<file path="src/pkg/rst_ctrl_pkg.sv">
`default_nettype none
package rst_ctrl_pkg;

    // ------------------------------------------------------------------
    // Timing
    // ------------------------------------------------------------------
    localparam int unsigned CLK_PERIOD_NS = 10;
    localparam int unsigned POR_MIN_NS    = 150;
    localparam int unsigned POR_CNT_W     = 5;
    localparam logic [POR_CNT_W-1:0] POR_MIN_CYC =
        POR_CNT_W'((POR_MIN_NS + CLK_PERIOD_NS - 1) / CLK_PERIOD_NS);
    localparam logic [31:0] BUZZ_ON_CYC     = 32'h0000_0008;
    localparam logic [31:0] BUZZ_PERIOD_RST = 32'h0000_0400;
    localparam logic [31:0] WDT_PERIOD_RST  = 32'h000f_4240;

    // ------------------------------------------------------------------
    // Register map (byte addresses)
    // ------------------------------------------------------------------
    localparam logic [7:0] ADDR_CTRL        = 8'h00;
    localparam logic [7:0] ADDR_TRIP        = 8'h04;
    localparam logic [7:0] ADDR_STATUS      = 8'h08;
    localparam logic [7:0] ADDR_WDT_CTRL    = 8'h0c;
    localparam logic [7:0] ADDR_WDT_PERIOD  = 8'h10;
    localparam logic [7:0] ADDR_BUZZ_PERIOD = 8'h14;
    localparam logic [7:0] ADDR_LEVEL       = 8'h18;
    localparam logic [7:0] ADDR_STATE       = 8'h1c;

    localparam int unsigned CTRL_SW_TRIGGER = 0;
    localparam int unsigned CTRL_SW_BLOCK   = 1;
    localparam int unsigned CTRL_ANA_REG_EN = 2;
    localparam int unsigned CTRL_DLV_RESET  = 3;
    localparam int unsigned CTRL_ALV_RESET  = 4;
    localparam int unsigned TRIP_DIG_LSB    = 0;
    localparam int unsigned TRIP_ANA_LSB    = 4;
    localparam int unsigned STAT_DLV_FLAG   = 8;
    localparam int unsigned STAT_ALV_FLAG   = 9;
    localparam int unsigned STAT_AHV_FLAG   = 10;
    localparam int unsigned WDT_EN_BIT      = 0;
    localparam int unsigned WDT_KICK_BIT    = 1;

    localparam logic       ANA_REG_EN_RST = 1'b1;
    localparam logic [3:0] TRIP_SEL_RST   = 4'h0;

    // Trip level in millivolts: base plus code times step
    localparam logic [15:0] TRIP_BASE_MV = 16'd1700;
    localparam logic [15:0] TRIP_STEP_MV = 16'd250;

    // ------------------------------------------------------------------
    // Carriers
    // ------------------------------------------------------------------
    typedef struct packed {
        logic ext_reset_n;
        logic ramping;
        logic prec_dig_trip;
        logic prec_ana_trip;
        logic dig_low;
        logic ana_low;
        logic ana_high;
        logic sleep;
        logic hibernate;
    } sup_pins_t;

    localparam sup_pins_t PINS_RST = 9'h100;

    typedef struct packed {
        logic dlv;
        logic alv;
        logic wdt;
        logic sw;
        logic ext;
        logic precise;
    } cause_t;

    function automatic logic [15:0] trip_mv(input logic [3:0] code);
        logic [15:0] prod;
        prod = TRIP_STEP_MV * {12'h000, code};
        return TRIP_BASE_MV + prod;
    endfunction

endpackage
`default_nettype wire

</file>
<file path="src/hdl/reset_source_controller.sv">
`timescale 1ns/10ps
`default_nettype none

module reset_source_controller
    import rst_ctrl_pkg::*;
#(
    parameter logic [31:0] WDT_PERIOD_DEFAULT = WDT_PERIOD_RST
) (
    input  wire logic        i_core_clk,
    input  wire logic        i_rst,
    input  wire logic [7:0]  i_avs_address,
    input  wire logic        i_avs_read,
    input  wire logic        i_avs_write,
    input  wire logic [31:0] i_avs_writedata,
    output logic      [31:0] o_avs_readdata,
    output logic             o_avs_waitrequest,
    input  wire sup_pins_t   i_supply_pins,
    output logic             o_device_reset,
    output logic             o_initial_monitor_en,
    output logic             o_precise_dig_en,
    output logic             o_precise_ana_en,
    output logic             o_voltage_monitor_en,
    output logic      [3:0]  o_dig_trip_sel,
    output logic      [3:0]  o_ana_trip_sel,
    output logic             o_monitor_irq,
    output logic             o_wake_req,
    output logic             o_ext_pullup_en
);

    // ------------------------------------------------------------------
    // Declarations
    // ------------------------------------------------------------------
    sup_pins_t              pin_s1;
    sup_pins_t              pin_s2;
    sup_pins_t              pin_s3;
    sup_pins_t              pins;
    logic                   sys_rst;
    logic                   acc_wr;
    logic                   acc_rd;
    logic                   wr_ctrl;
    logic                   wr_status;
    logic                   wr_wdt;
    logic [31:0]            rd_mux;
    logic                   sw_block;
    logic                   ana_reg_en;
    logic                   dlv_rst_mode;
    logic                   alv_rst_mode;
    logic                   sw_req;
    logic [31:0]            wdt_period;
    logic [31:0]            wdt_cnt;
    logic                   wdt_en;
    logic                   wdt_hit;
    logic                   wdt_kick;
    logic [31:0]            buzz_period;
    logic [31:0]            buzz_cnt;
    logic                   buzz_on;
    logic                   boot_done;
    logic                   awake;
    logic                   prec_dig_live;
    logic                   prec_ana_live;
    logic                   mon_live;
    logic                   dlv_evt;
    logic                   alv_evt;
    logic                   ahv_evt;
    logic                   hold;
    cause_t                 causes_now;
    cause_t                 causes;
    logic                   reset_req;
    logic [POR_CNT_W-1:0]   rst_cnt;
    logic                   dlv_flag;
    logic                   alv_flag;
    logic                   ahv_flag;

    // ------------------------------------------------------------------
    // Pin synchronisers
    // ------------------------------------------------------------------
    always_ff @(posedge i_core_clk or posedge i_rst) begin
        if (i_rst) begin
            pin_s1 <= PINS_RST;
            pin_s2 <= PINS_RST;
            pin_s3 <= PINS_RST;
        end else begin
            pin_s1 <= i_supply_pins;
            pin_s2 <= pin_s1;
            pin_s3 <= pin_s2;
        end
    end

    // Bit follows only when two stages agree
    always_ff @(posedge i_core_clk or posedge i_rst) begin
        if (i_rst) begin
            pins <= PINS_RST;
        end else begin
            pins <= (pin_s3 & ~(pin_s2 ^ pin_s3)) | (pins & (pin_s2 ^ pin_s3));
        end
    end

    // ------------------------------------------------------------------
    // Avalon-MM slave, one wait state
    // ------------------------------------------------------------------
    assign acc_wr    = i_avs_write && !o_avs_waitrequest;
    assign acc_rd    = i_avs_read && o_avs_waitrequest;
    assign wr_ctrl   = acc_wr && (i_avs_address == ADDR_CTRL);
    assign wr_status = acc_wr && (i_avs_address == ADDR_STATUS);
    assign wr_wdt    = acc_wr && (i_avs_address == ADDR_WDT_CTRL);

    always_ff @(posedge i_core_clk or posedge i_rst) begin
        if (i_rst) begin
            o_avs_waitrequest <= 1'b1;
        end else begin
            o_avs_waitrequest <= !((i_avs_read || i_avs_write) && o_avs_waitrequest);
        end
    end

    always_comb begin
        rd_mux = 32'h0000_0000;
        unique case (i_avs_address)
            ADDR_CTRL: begin
                rd_mux[CTRL_SW_BLOCK]   = sw_block;
                rd_mux[CTRL_ANA_REG_EN] = ana_reg_en;
                rd_mux[CTRL_DLV_RESET]  = dlv_rst_mode;
                rd_mux[CTRL_ALV_RESET]  = alv_rst_mode;
            end
            ADDR_TRIP: begin
                rd_mux[TRIP_DIG_LSB +: 4] = o_dig_trip_sel;
                rd_mux[TRIP_ANA_LSB +: 4] = o_ana_trip_sel;
            end
            ADDR_STATUS: begin
                rd_mux[5:0]           = causes;
                rd_mux[STAT_DLV_FLAG] = dlv_flag;
                rd_mux[STAT_ALV_FLAG] = alv_flag;
                rd_mux[STAT_AHV_FLAG] = ahv_flag;
            end
            ADDR_WDT_CTRL: begin
                rd_mux[WDT_EN_BIT] = wdt_en;
            end
            ADDR_WDT_PERIOD: begin
                rd_mux = wdt_period;
            end
            ADDR_BUZZ_PERIOD: begin
                rd_mux = buzz_period;
            end
            ADDR_LEVEL: begin
                rd_mux = {trip_mv(o_ana_trip_sel), trip_mv(o_dig_trip_sel)};
            end
            ADDR_STATE: begin
                rd_mux[5:0] = {buzz_on, pins.hibernate, pins.sleep, wdt_en,
                               boot_done, mon_live};
            end
            default: begin
                rd_mux = 32'h0000_0000;
            end
        endcase
    end

    always_ff @(posedge i_core_clk or posedge i_rst) begin
        if (i_rst) begin
            o_avs_readdata <= 32'h0000_0000;
        end else if (acc_rd) begin
            o_avs_readdata <= rd_mux;
        end
    end

    // ------------------------------------------------------------------
    // Control registers, reset to defaults by every device reset
    // ------------------------------------------------------------------
    assign sys_rst = i_rst | o_device_reset;

    always_ff @(posedge i_core_clk or posedge sys_rst) begin
        if (sys_rst) begin
            sw_block     <= 1'b0;
            ana_reg_en   <= ANA_REG_EN_RST;
            dlv_rst_mode <= 1'b0;
            alv_rst_mode <= 1'b0;
        end else if (wr_ctrl) begin
            sw_block     <= i_avs_writedata[CTRL_SW_BLOCK];
            ana_reg_en   <= i_avs_writedata[CTRL_ANA_REG_EN];
            dlv_rst_mode <= i_avs_writedata[CTRL_DLV_RESET];
            alv_rst_mode <= i_avs_writedata[CTRL_ALV_RESET];
        end
    end

    // Trigger honoured only while block bit is clear
    always_ff @(posedge i_core_clk or posedge sys_rst) begin
        if (sys_rst) begin
            sw_req <= 1'b0;
        end else if (wr_ctrl && i_avs_writedata[CTRL_SW_TRIGGER] && !sw_block) begin
            sw_req <= 1'b1;
        end
    end

    always_ff @(posedge i_core_clk or posedge sys_rst) begin
        if (sys_rst) begin
            o_dig_trip_sel <= TRIP_SEL_RST;
            o_ana_trip_sel <= TRIP_SEL_RST;
        end else if (acc_wr && (i_avs_address == ADDR_TRIP)) begin
            o_dig_trip_sel <= i_avs_writedata[TRIP_DIG_LSB +: 4];
            o_ana_trip_sel <= i_avs_writedata[TRIP_ANA_LSB +: 4];
        end
    end

    always_ff @(posedge i_core_clk or posedge sys_rst) begin
        if (sys_rst) begin
            wdt_period  <= WDT_PERIOD_DEFAULT;
            buzz_period <= BUZZ_PERIOD_RST;
        end else if (acc_wr && (i_avs_address == ADDR_WDT_PERIOD)) begin
            wdt_period <= i_avs_writedata;
        end else if (acc_wr && (i_avs_address == ADDR_BUZZ_PERIOD)) begin
            buzz_period <= i_avs_writedata;
        end
    end

    // ------------------------------------------------------------------
    // Watchdog
    // ------------------------------------------------------------------
    assign wdt_kick = wr_wdt && i_avs_writedata[WDT_KICK_BIT];
    assign wdt_hit  = wdt_en && (wdt_cnt >= wdt_period);

    // Enable is set-only; only power-on clears it
    always_ff @(posedge i_core_clk or posedge i_rst) begin
        if (i_rst) begin
            wdt_en <= 1'b0;
        end else if (wr_wdt && i_avs_writedata[WDT_EN_BIT]) begin
            wdt_en <= 1'b1;
        end
    end

    always_ff @(posedge i_core_clk or posedge sys_rst) begin
        if (sys_rst) begin
            wdt_cnt <= 32'h0000_0000;
        end else if (!wdt_en || wdt_kick) begin
            wdt_cnt <= 32'h0000_0000;
        end else if (!wdt_hit) begin
            wdt_cnt <= wdt_cnt + 32'h0000_0001;
        end
    end

    // ------------------------------------------------------------------
    // Sleep buzzing
    // ------------------------------------------------------------------
    always_ff @(posedge i_core_clk or posedge sys_rst) begin
        if (sys_rst) begin
            buzz_cnt <= 32'h0000_0000;
            buzz_on  <= 1'b0;
        end else if (!pins.sleep || pins.hibernate) begin
            buzz_cnt <= 32'h0000_0000;
            buzz_on  <= 1'b0;
        end else if (buzz_on && (buzz_cnt >= BUZZ_ON_CYC - 32'h0000_0001)) begin
            buzz_cnt <= 32'h0000_0000;
            buzz_on  <= 1'b0;
        end else if (!buzz_on && (buzz_cnt >= buzz_period)) begin
            buzz_cnt <= 32'h0000_0000;
            buzz_on  <= 1'b1;
        end else begin
            buzz_cnt <= buzz_cnt + 32'h0000_0001;
        end
    end

    // ------------------------------------------------------------------
    // Monitor gating and events
    // ------------------------------------------------------------------
    assign awake         = !pins.sleep && !pins.hibernate;
    assign prec_dig_live = boot_done && (awake || (buzz_on && !pins.hibernate));
    assign prec_ana_live = prec_dig_live && ana_reg_en;
    assign mon_live      = boot_done && (awake || (buzz_on && !pins.hibernate));
    assign dlv_evt       = mon_live && pins.dig_low;
    assign alv_evt       = mon_live && pins.ana_low;
    assign ahv_evt       = mon_live && pins.ana_high;
    assign hold          = !boot_done && pins.ramping;

    always_comb begin
        causes_now         = '0;
        causes_now.precise = (prec_dig_live && pins.prec_dig_trip) ||
                             (prec_ana_live && pins.prec_ana_trip);
        causes_now.ext     = !pins.ext_reset_n;
        causes_now.sw      = sw_req;
        causes_now.wdt     = wdt_hit;
        causes_now.dlv     = dlv_evt && dlv_rst_mode;
        causes_now.alv     = alv_evt && alv_rst_mode;
    end

    assign reset_req = |causes_now;

    always_ff @(posedge i_core_clk or posedge i_rst) begin
        if (i_rst) begin
            o_initial_monitor_en <= 1'b1;
            o_precise_dig_en     <= 1'b0;
            o_precise_ana_en     <= 1'b0;
            o_voltage_monitor_en <= 1'b0;
            o_ext_pullup_en      <= 1'b1;
        end else begin
            o_initial_monitor_en <= !boot_done;
            o_precise_dig_en     <= prec_dig_live;
            o_precise_ana_en     <= prec_ana_live;
            o_voltage_monitor_en <= mon_live;
            o_ext_pullup_en      <= 1'b1;
        end
    end

    // ------------------------------------------------------------------
    // Reset sequencer
    // ------------------------------------------------------------------
    always_ff @(posedge i_core_clk or posedge i_rst) begin
        if (i_rst) begin
            o_device_reset <= 1'b1;
            rst_cnt        <= '0;
        end else if (reset_req || hold) begin
            o_device_reset <= 1'b1;
            rst_cnt        <= '0;
        end else if (rst_cnt < POR_MIN_CYC) begin
            rst_cnt <= rst_cnt + POR_CNT_W'(1);
        end else begin
            o_device_reset <= 1'b0;
        end
    end

    always_ff @(posedge i_core_clk or posedge i_rst) begin
        if (i_rst) begin
            boot_done <= 1'b0;
        end else if (!o_device_reset) begin
            boot_done <= 1'b1;
        end
    end

    // ------------------------------------------------------------------
    // Status: causes and monitor flags, power-on reset only
    // ------------------------------------------------------------------
    always_ff @(posedge i_core_clk or posedge i_rst) begin
        if (i_rst) begin
            causes <= '0;
        end else if (reset_req && !o_device_reset) begin
            causes <= causes_now;
        end else if (o_device_reset) begin
            causes <= causes | causes_now;
        end
    end

    // Set wins over write-one-to-clear
    always_ff @(posedge i_core_clk or posedge i_rst) begin
        if (i_rst) begin
            dlv_flag <= 1'b0;
            alv_flag <= 1'b0;
            ahv_flag <= 1'b0;
        end else begin
            dlv_flag <= (dlv_evt && !dlv_rst_mode) ||
                        (dlv_flag && !(wr_status && i_avs_writedata[STAT_DLV_FLAG]));
            alv_flag <= (alv_evt && !alv_rst_mode) ||
                        (alv_flag && !(wr_status && i_avs_writedata[STAT_ALV_FLAG]));
            ahv_flag <= ahv_evt ||
                        (ahv_flag && !(wr_status && i_avs_writedata[STAT_AHV_FLAG]));
        end
    end

    // Alert while asleep asks for wake; interrupt waits until awake
    always_ff @(posedge i_core_clk or posedge i_rst) begin
        if (i_rst) begin
            o_wake_req    <= 1'b0;
            o_monitor_irq <= 1'b0;
        end else begin
            o_wake_req    <= pins.sleep && (o_wake_req || dlv_flag || alv_flag ||
                                            ahv_flag);
            o_monitor_irq <= awake && (dlv_flag || alv_flag || ahv_flag);
        end
    end

    // ------------------------------------------------------------------
    // Assertions
    // ------------------------------------------------------------------
    logic [7:0] hi_cnt;

    always_ff @(posedge i_core_clk or posedge i_rst) begin
        if (i_rst) begin
            hi_cnt <= 8'h00;
        end else if (!o_device_reset) begin
            hi_cnt <= 8'h00;
        end else if (hi_cnt != 8'hff) begin
            hi_cnt <= hi_cnt + 8'h01;
        end
    end
endmodule
`default_nettype wire

</file>
<file path="config.mk">
export PLATFORM = sky130hd
export DESIGN_NAME = reset_source_controller
export DESIGN_NICKNAME = d
export VERILOG_FILES = /design/src/pkg/rst_ctrl_pkg.sv /design/src/hdl/reset_source_controller.sv
export SDC_FILE = /design/constraint.sdc
export NUM_CORES = 1
export LEC_CHECK = 0
export BUFFER_PORTS_ARGS = -buffer_cell sky130_fd_sc_hd__buf_2
export CORE_ASPECT_RATIO = 0.6
export CORE_MARGIN = 2
export CORE_UTILIZATION = 55
export DETAILED_ROUTE_END_ITERATION = 12
export GPL_TIMING_DRIVEN = 0
export PLACE_DENSITY = 0.77
export REMOVE_ABC_BUFFERS = 1
export SLEW_MARGIN = 20
export SYNTH_ARGS = -nofsm -noshare
export SYNTH_HDL_FRONTEND = slang
export SYNTH_SLANG_ARGS = --single-unit
</file>
<file path="constraint.sdc">
create_clock -name i_core_clk -period 10.65 [get_ports i_core_clk]
set_input_delay 2.6625 -clock i_core_clk [delete_from_list [all_inputs] [get_ports i_core_clk]]
set_output_delay 2.6625 -clock i_core_clk [all_outputs]
set_load 0.01 [all_outputs]
</file>
==> flow_results.org <==
** Timing
- Max-slew violation total from the final report :: 0
- Worst Max-Slew Pin Slew :: 1.09 ns
- Max Freq :: 201 MHz
- Slew headroom :: 0.270
- Post-route clock skew :: around 0.014 ns
- Final setup violation count :: 0
- The final-report hold violation count is 0.
- Unrepaired setup endpoints after global routing :: false
- After layout, the worst setup slack is 5.67 ns.
- The clock period could shrink to 4.98 ns.
- Dividing the final minimum period by the clock period gives 0.468.

** Synth
- Sorting the synthesized cells by how often they occur yields 217 x sky130_fd_sc_hd__dfrtp_1, 154 x sky130_fd_sc_hd__nand2_1, 115 x sky130_fd_sc_hd__nor2_1.
- Count of different cell masters after synthesis :: between 70 and 80
- Of all flip-flops after synthesis, the portion carrying an async set or reset was 1.00.
- Dominant register cell in the synthesized netlist :: sky130_fd_sc_hd__dfrtp_1
- Of the post-synthesis cell area, the dominant cell type holds 0.419.
- Cell type with the largest total area after synthesis :: sky130_fd_sc_hd__dfrtp_1
- Cell count after synthesis :: approximately 1300
- Averaged over all synthesized cells, the footprint is about 10 um2.
- In this run, synthesis produced a sequential element count of 233.
- Cell types occupying the most area after synthesis :: sky130_fd_sc_hd__dfrtp_1 42%, sky130_fd_sc_hd__ha_1 9.4%, sky130_fd_sc_hd__nand2_1 4.5%, sky130_fd_sc_hd__o21ai_0 3.7%, sky130_fd_sc_hd__nor2_1 3.3%
- Count of yosys warnings during synthesis :: 0
- Area of the mapped netlist :: about 0.013 mm2
- Among all cell types in the netlist, the one instantiated most often is sky130_fd_sc_hd__dfrtp_1.
- Yosys mapped a number of flops with a built-in enable equal to 0.
- For this run, the register share of the synthesized area comes to 0.452.

** Critical path
- The number of buffers and inverters on the critical path is 2.
- Startpoint type of the worst setup path :: input pin
- Broken down by cell family, the worst path's largest delay share belongs to simple AND/OR/NAND/NOR gates.
- Sort of element at the end of the critical path :: register
- Data arrives at the worst endpoint at ~5.4 ns.
- Crit path max-delay cell type :: sky130_fd_sc_hd__nor2_2
- The number of cells on the worst reg-to-reg path is 10.
- Data on the critical path is required at its endpoint by 11.10 ns.
- Worst path max stage delay :: around 0.62 ns
- Critical path depth :: 9
- Of all nets on the critical path, the largest fanout is 11.
- Cell-by-cell listing of the critical path :: buf_2 -> or4_4 -> nor2_1 -> nand2_1 -> nor2_2 -> buf_8 -> a22oi_1 -> a21boi_0 -> a211o_1
- CP Class :: input pin to register

** Route
- Using the TritonRoute via totals, the vias-per-cell ratio works out to about 6.
- After detailed routing, the total wire length is between 30 and 40 mm.
- The detailed router placed roughly 11000 vias in this run.
- The first routing iteration left 1083 violations.
- Routed length per instance :: 20.3 um
- Once detail routing completed, the nets flagged for antenna violations numbered 0.
- Number of design rule violations left after detail routing :: 0
- For this run, the detailed router's first-pass iteration total came to 5.

** Floorplan
- After floorplanning, the core was sized to cover around 0.023 mm2.
- Vert. Die Dim :: around 120 um
- For this configuration, the core starts out at a cell density of 0.561.
- After floorplanning, the core was divided into 43 placement rows.
- Count of boundary I/O pins :: just over 100
- Horizontal extent of the die :: a little over 200 um
- Area enclosed by the die boundary :: 0.0248 mm2

** Power
- The worst-case IR drop observed on VDD is 0.0996 mV.
- Summed over all cells, the static leakage comes to 7.38 nW.
- Total Power :: between 0.0015 and 0.002 W
- Power Dens Cells :: 135 mW/mm2

** CTS
- Root Buffer Master :: sky130_fd_sc_hd__clkbuf_16
- TritonCTS built the clock tree.
- After clock tree synthesis, the clock-pin slew on the worst setup and hold paths is roughly 0.06 ns.
- Post_cts resized :: 0
- Buffers added to address setup during post-CTS repair amount to 0.
- Cts hold-fix bufs :: 0
- Clock tree sinks :: 233
- The clock passes through at most 3 buffers.
- CTS built an H-tree with a depth of 1.
- Counting the buffers created by CTS gives 22.
- The later pin in the worst-skew pair is clocked with a latency of about 0.52 ns.

** GRT
- In the global route stage, overall resource usage came out at 0.294.
- GR Overflow Total :: 0
- Wire length of the first global-routing pass :: ~56 mm
- The number of antenna violations at the first check in global routing is 2.
- Vias in the first global route :: around 10000
- Maximum number of pins on one net before global-route repair :: 66

** Layout
- Of the cells placed in the final design, the portion with a size suffix greater than 1 is 0.140.
- Total number of nets in the final design :: 1581
- At the end of the flow the core is filled with cells to 0.639.
- Signed area change from the synthesized netlist to the final layout :: 14.0%
- Fin area :: approximately 0.015 mm2

** Placement
- Number of port buffers :: 100
- Detailed placement finished with a half-perimeter wire length of roughly 26 mm.
- After detailed placement, the total cell area comes to approximately 0.014 mm2.
- Timing analysis after detailed placement gives a worst setup slack of between 5 and 6 ns.
- GP Congestion :: between 0.9 and 1

** Run status
- The run finished with clean final reports.

** Worst hold path
- Type of the tightest min-delay check :: register to asynchronous set/reset pin

** Flow run
- Max Cap Viol :: 0
sequential cells by signal, summed over array words and instances (netlist names), 4 cells and up, named ones only:
register        flops
buzz_cnt           32
buzz_period        32
o_avs_readdata     32
wdt_cnt            32
wdt_period         32
pin_s1              9
pin_s2              9
pin_s3              9
causes              6
rst_cnt             5
o_ana_trip_sel      4
o_dig_trip_sel      4
logic make-up (layout without fill, tap and decap cells):
family / after synthesis / in the layout / synth area share
simple gates: 423 / 423 / 0.152
compound gates: 292 / 292 / 0.149
buf+inv: 144 / 254 / 0.0437
fa+ha+maj: 120 / 120 / 0.122
other cells: 1 / 3 / 0.000290
flops: 233 / 233 / 0.452
mux: 36 / 36 / 0.0310
xor+xnor: 74 / 74 / 0.0501
where the power goes:
group / switching (W) / internal [W]
clock: 0.000344 / 0.000477
sequential: 0.0000436 / 0.000933
combinational: 0.000121 / 0.0000812
total: 0.000508 / 0.00149
per-stage QoR:
| step | hold WS [ns] | TNS, ns | cells |
|---|---|---|---|
| 3_3_place_gp | 0.332 | -577.12 | 1695 |
| 4_1_cts | 0.348 | 0 | 1748 |
| 6_report | 0.348 | 0 | 1750 |
| 3_5_place_dp | 0.335 | 0 | 1708 |
| 2_1_floorplan | 0.331 | -52.62 | 1280 |
| 5_1_grt | 0.352 | 0 | 1748 |
cell usage in the layout (no fill, tap or decap), types with 17 or more instances in the layout:
master and instances:
sky130_fd_sc_hd__dfrtp_1 217, sky130_fd_sc_hd__nand2_1 153, sky130_fd_sc_hd__nor2_1 113, sky130_fd_sc_hd__inv_1 100, sky130_fd_sc_hd__buf_2 100, sky130_fd_sc_hd__o21ai_0 97, sky130_fd_sc_hd__ha_1 97, sky130_fd_sc_hd__a21oi_1 50
sky130_fd_sc_hd__xnor2_1 42, sky130_fd_sc_hd__nand3_1 32, sky130_fd_sc_hd__xor2_1 32, sky130_fd_sc_hd__nand4_1 30, sky130_fd_sc_hd__clkbuf_16 23, sky130_fd_sc_hd__mux2i_1 21, sky130_fd_sc_hd__a22o_1 17
layer usage:
| layer | up-vias | GRT usage | part of all wire |
|---|---|---|---|
| met5 | - | 0 | 0 |
| met4 | 0 | 0.0685 | 0.021 |
| met3 | 62 | 0.0884 | 0.12 |
| met2 | 500 | 0.410 | 0.40 |
| met1 | 5145 | 0.447 | 0.45 |
| li1 | 4873 | - | - |
final timing paths:
path / from / endpoint / slack [ns]
setup / recovery: i_avs_address[1] / o_avs_readdata[9] / 5.67
hold / removal: o_device_reset / dlv_rst_mode / 0.35
setup reg to reg: o_ana_trip_sel[1] / o_avs_readdata[27] / 6.76
hold reg to reg: o_device_reset / dlv_rst_mode / 0.35
max in group asynchronous: i_rst / wdt_period[18] / 7.50
min in group i_core_clk: pin_s1[7] / pin_s2[7] / 0.35
cell type report:
| cell class | count | area (um2) |
|---|---|---|
| fillers | 1837 | 8320 |
| multi-input cells | 946 | 6590 |
| flip-flops and latches | 233 | 5850 |
| repair buffers | 113 | 778 |
| clock buffers | 37 | 708 |
| well taps | 315 | 394 |
| inverters | 101 | 384 |
| clock inverters | 3 | 43.8 |
| diodes | 2 | 5.00 |
Power figures use the tool's default switching activity.
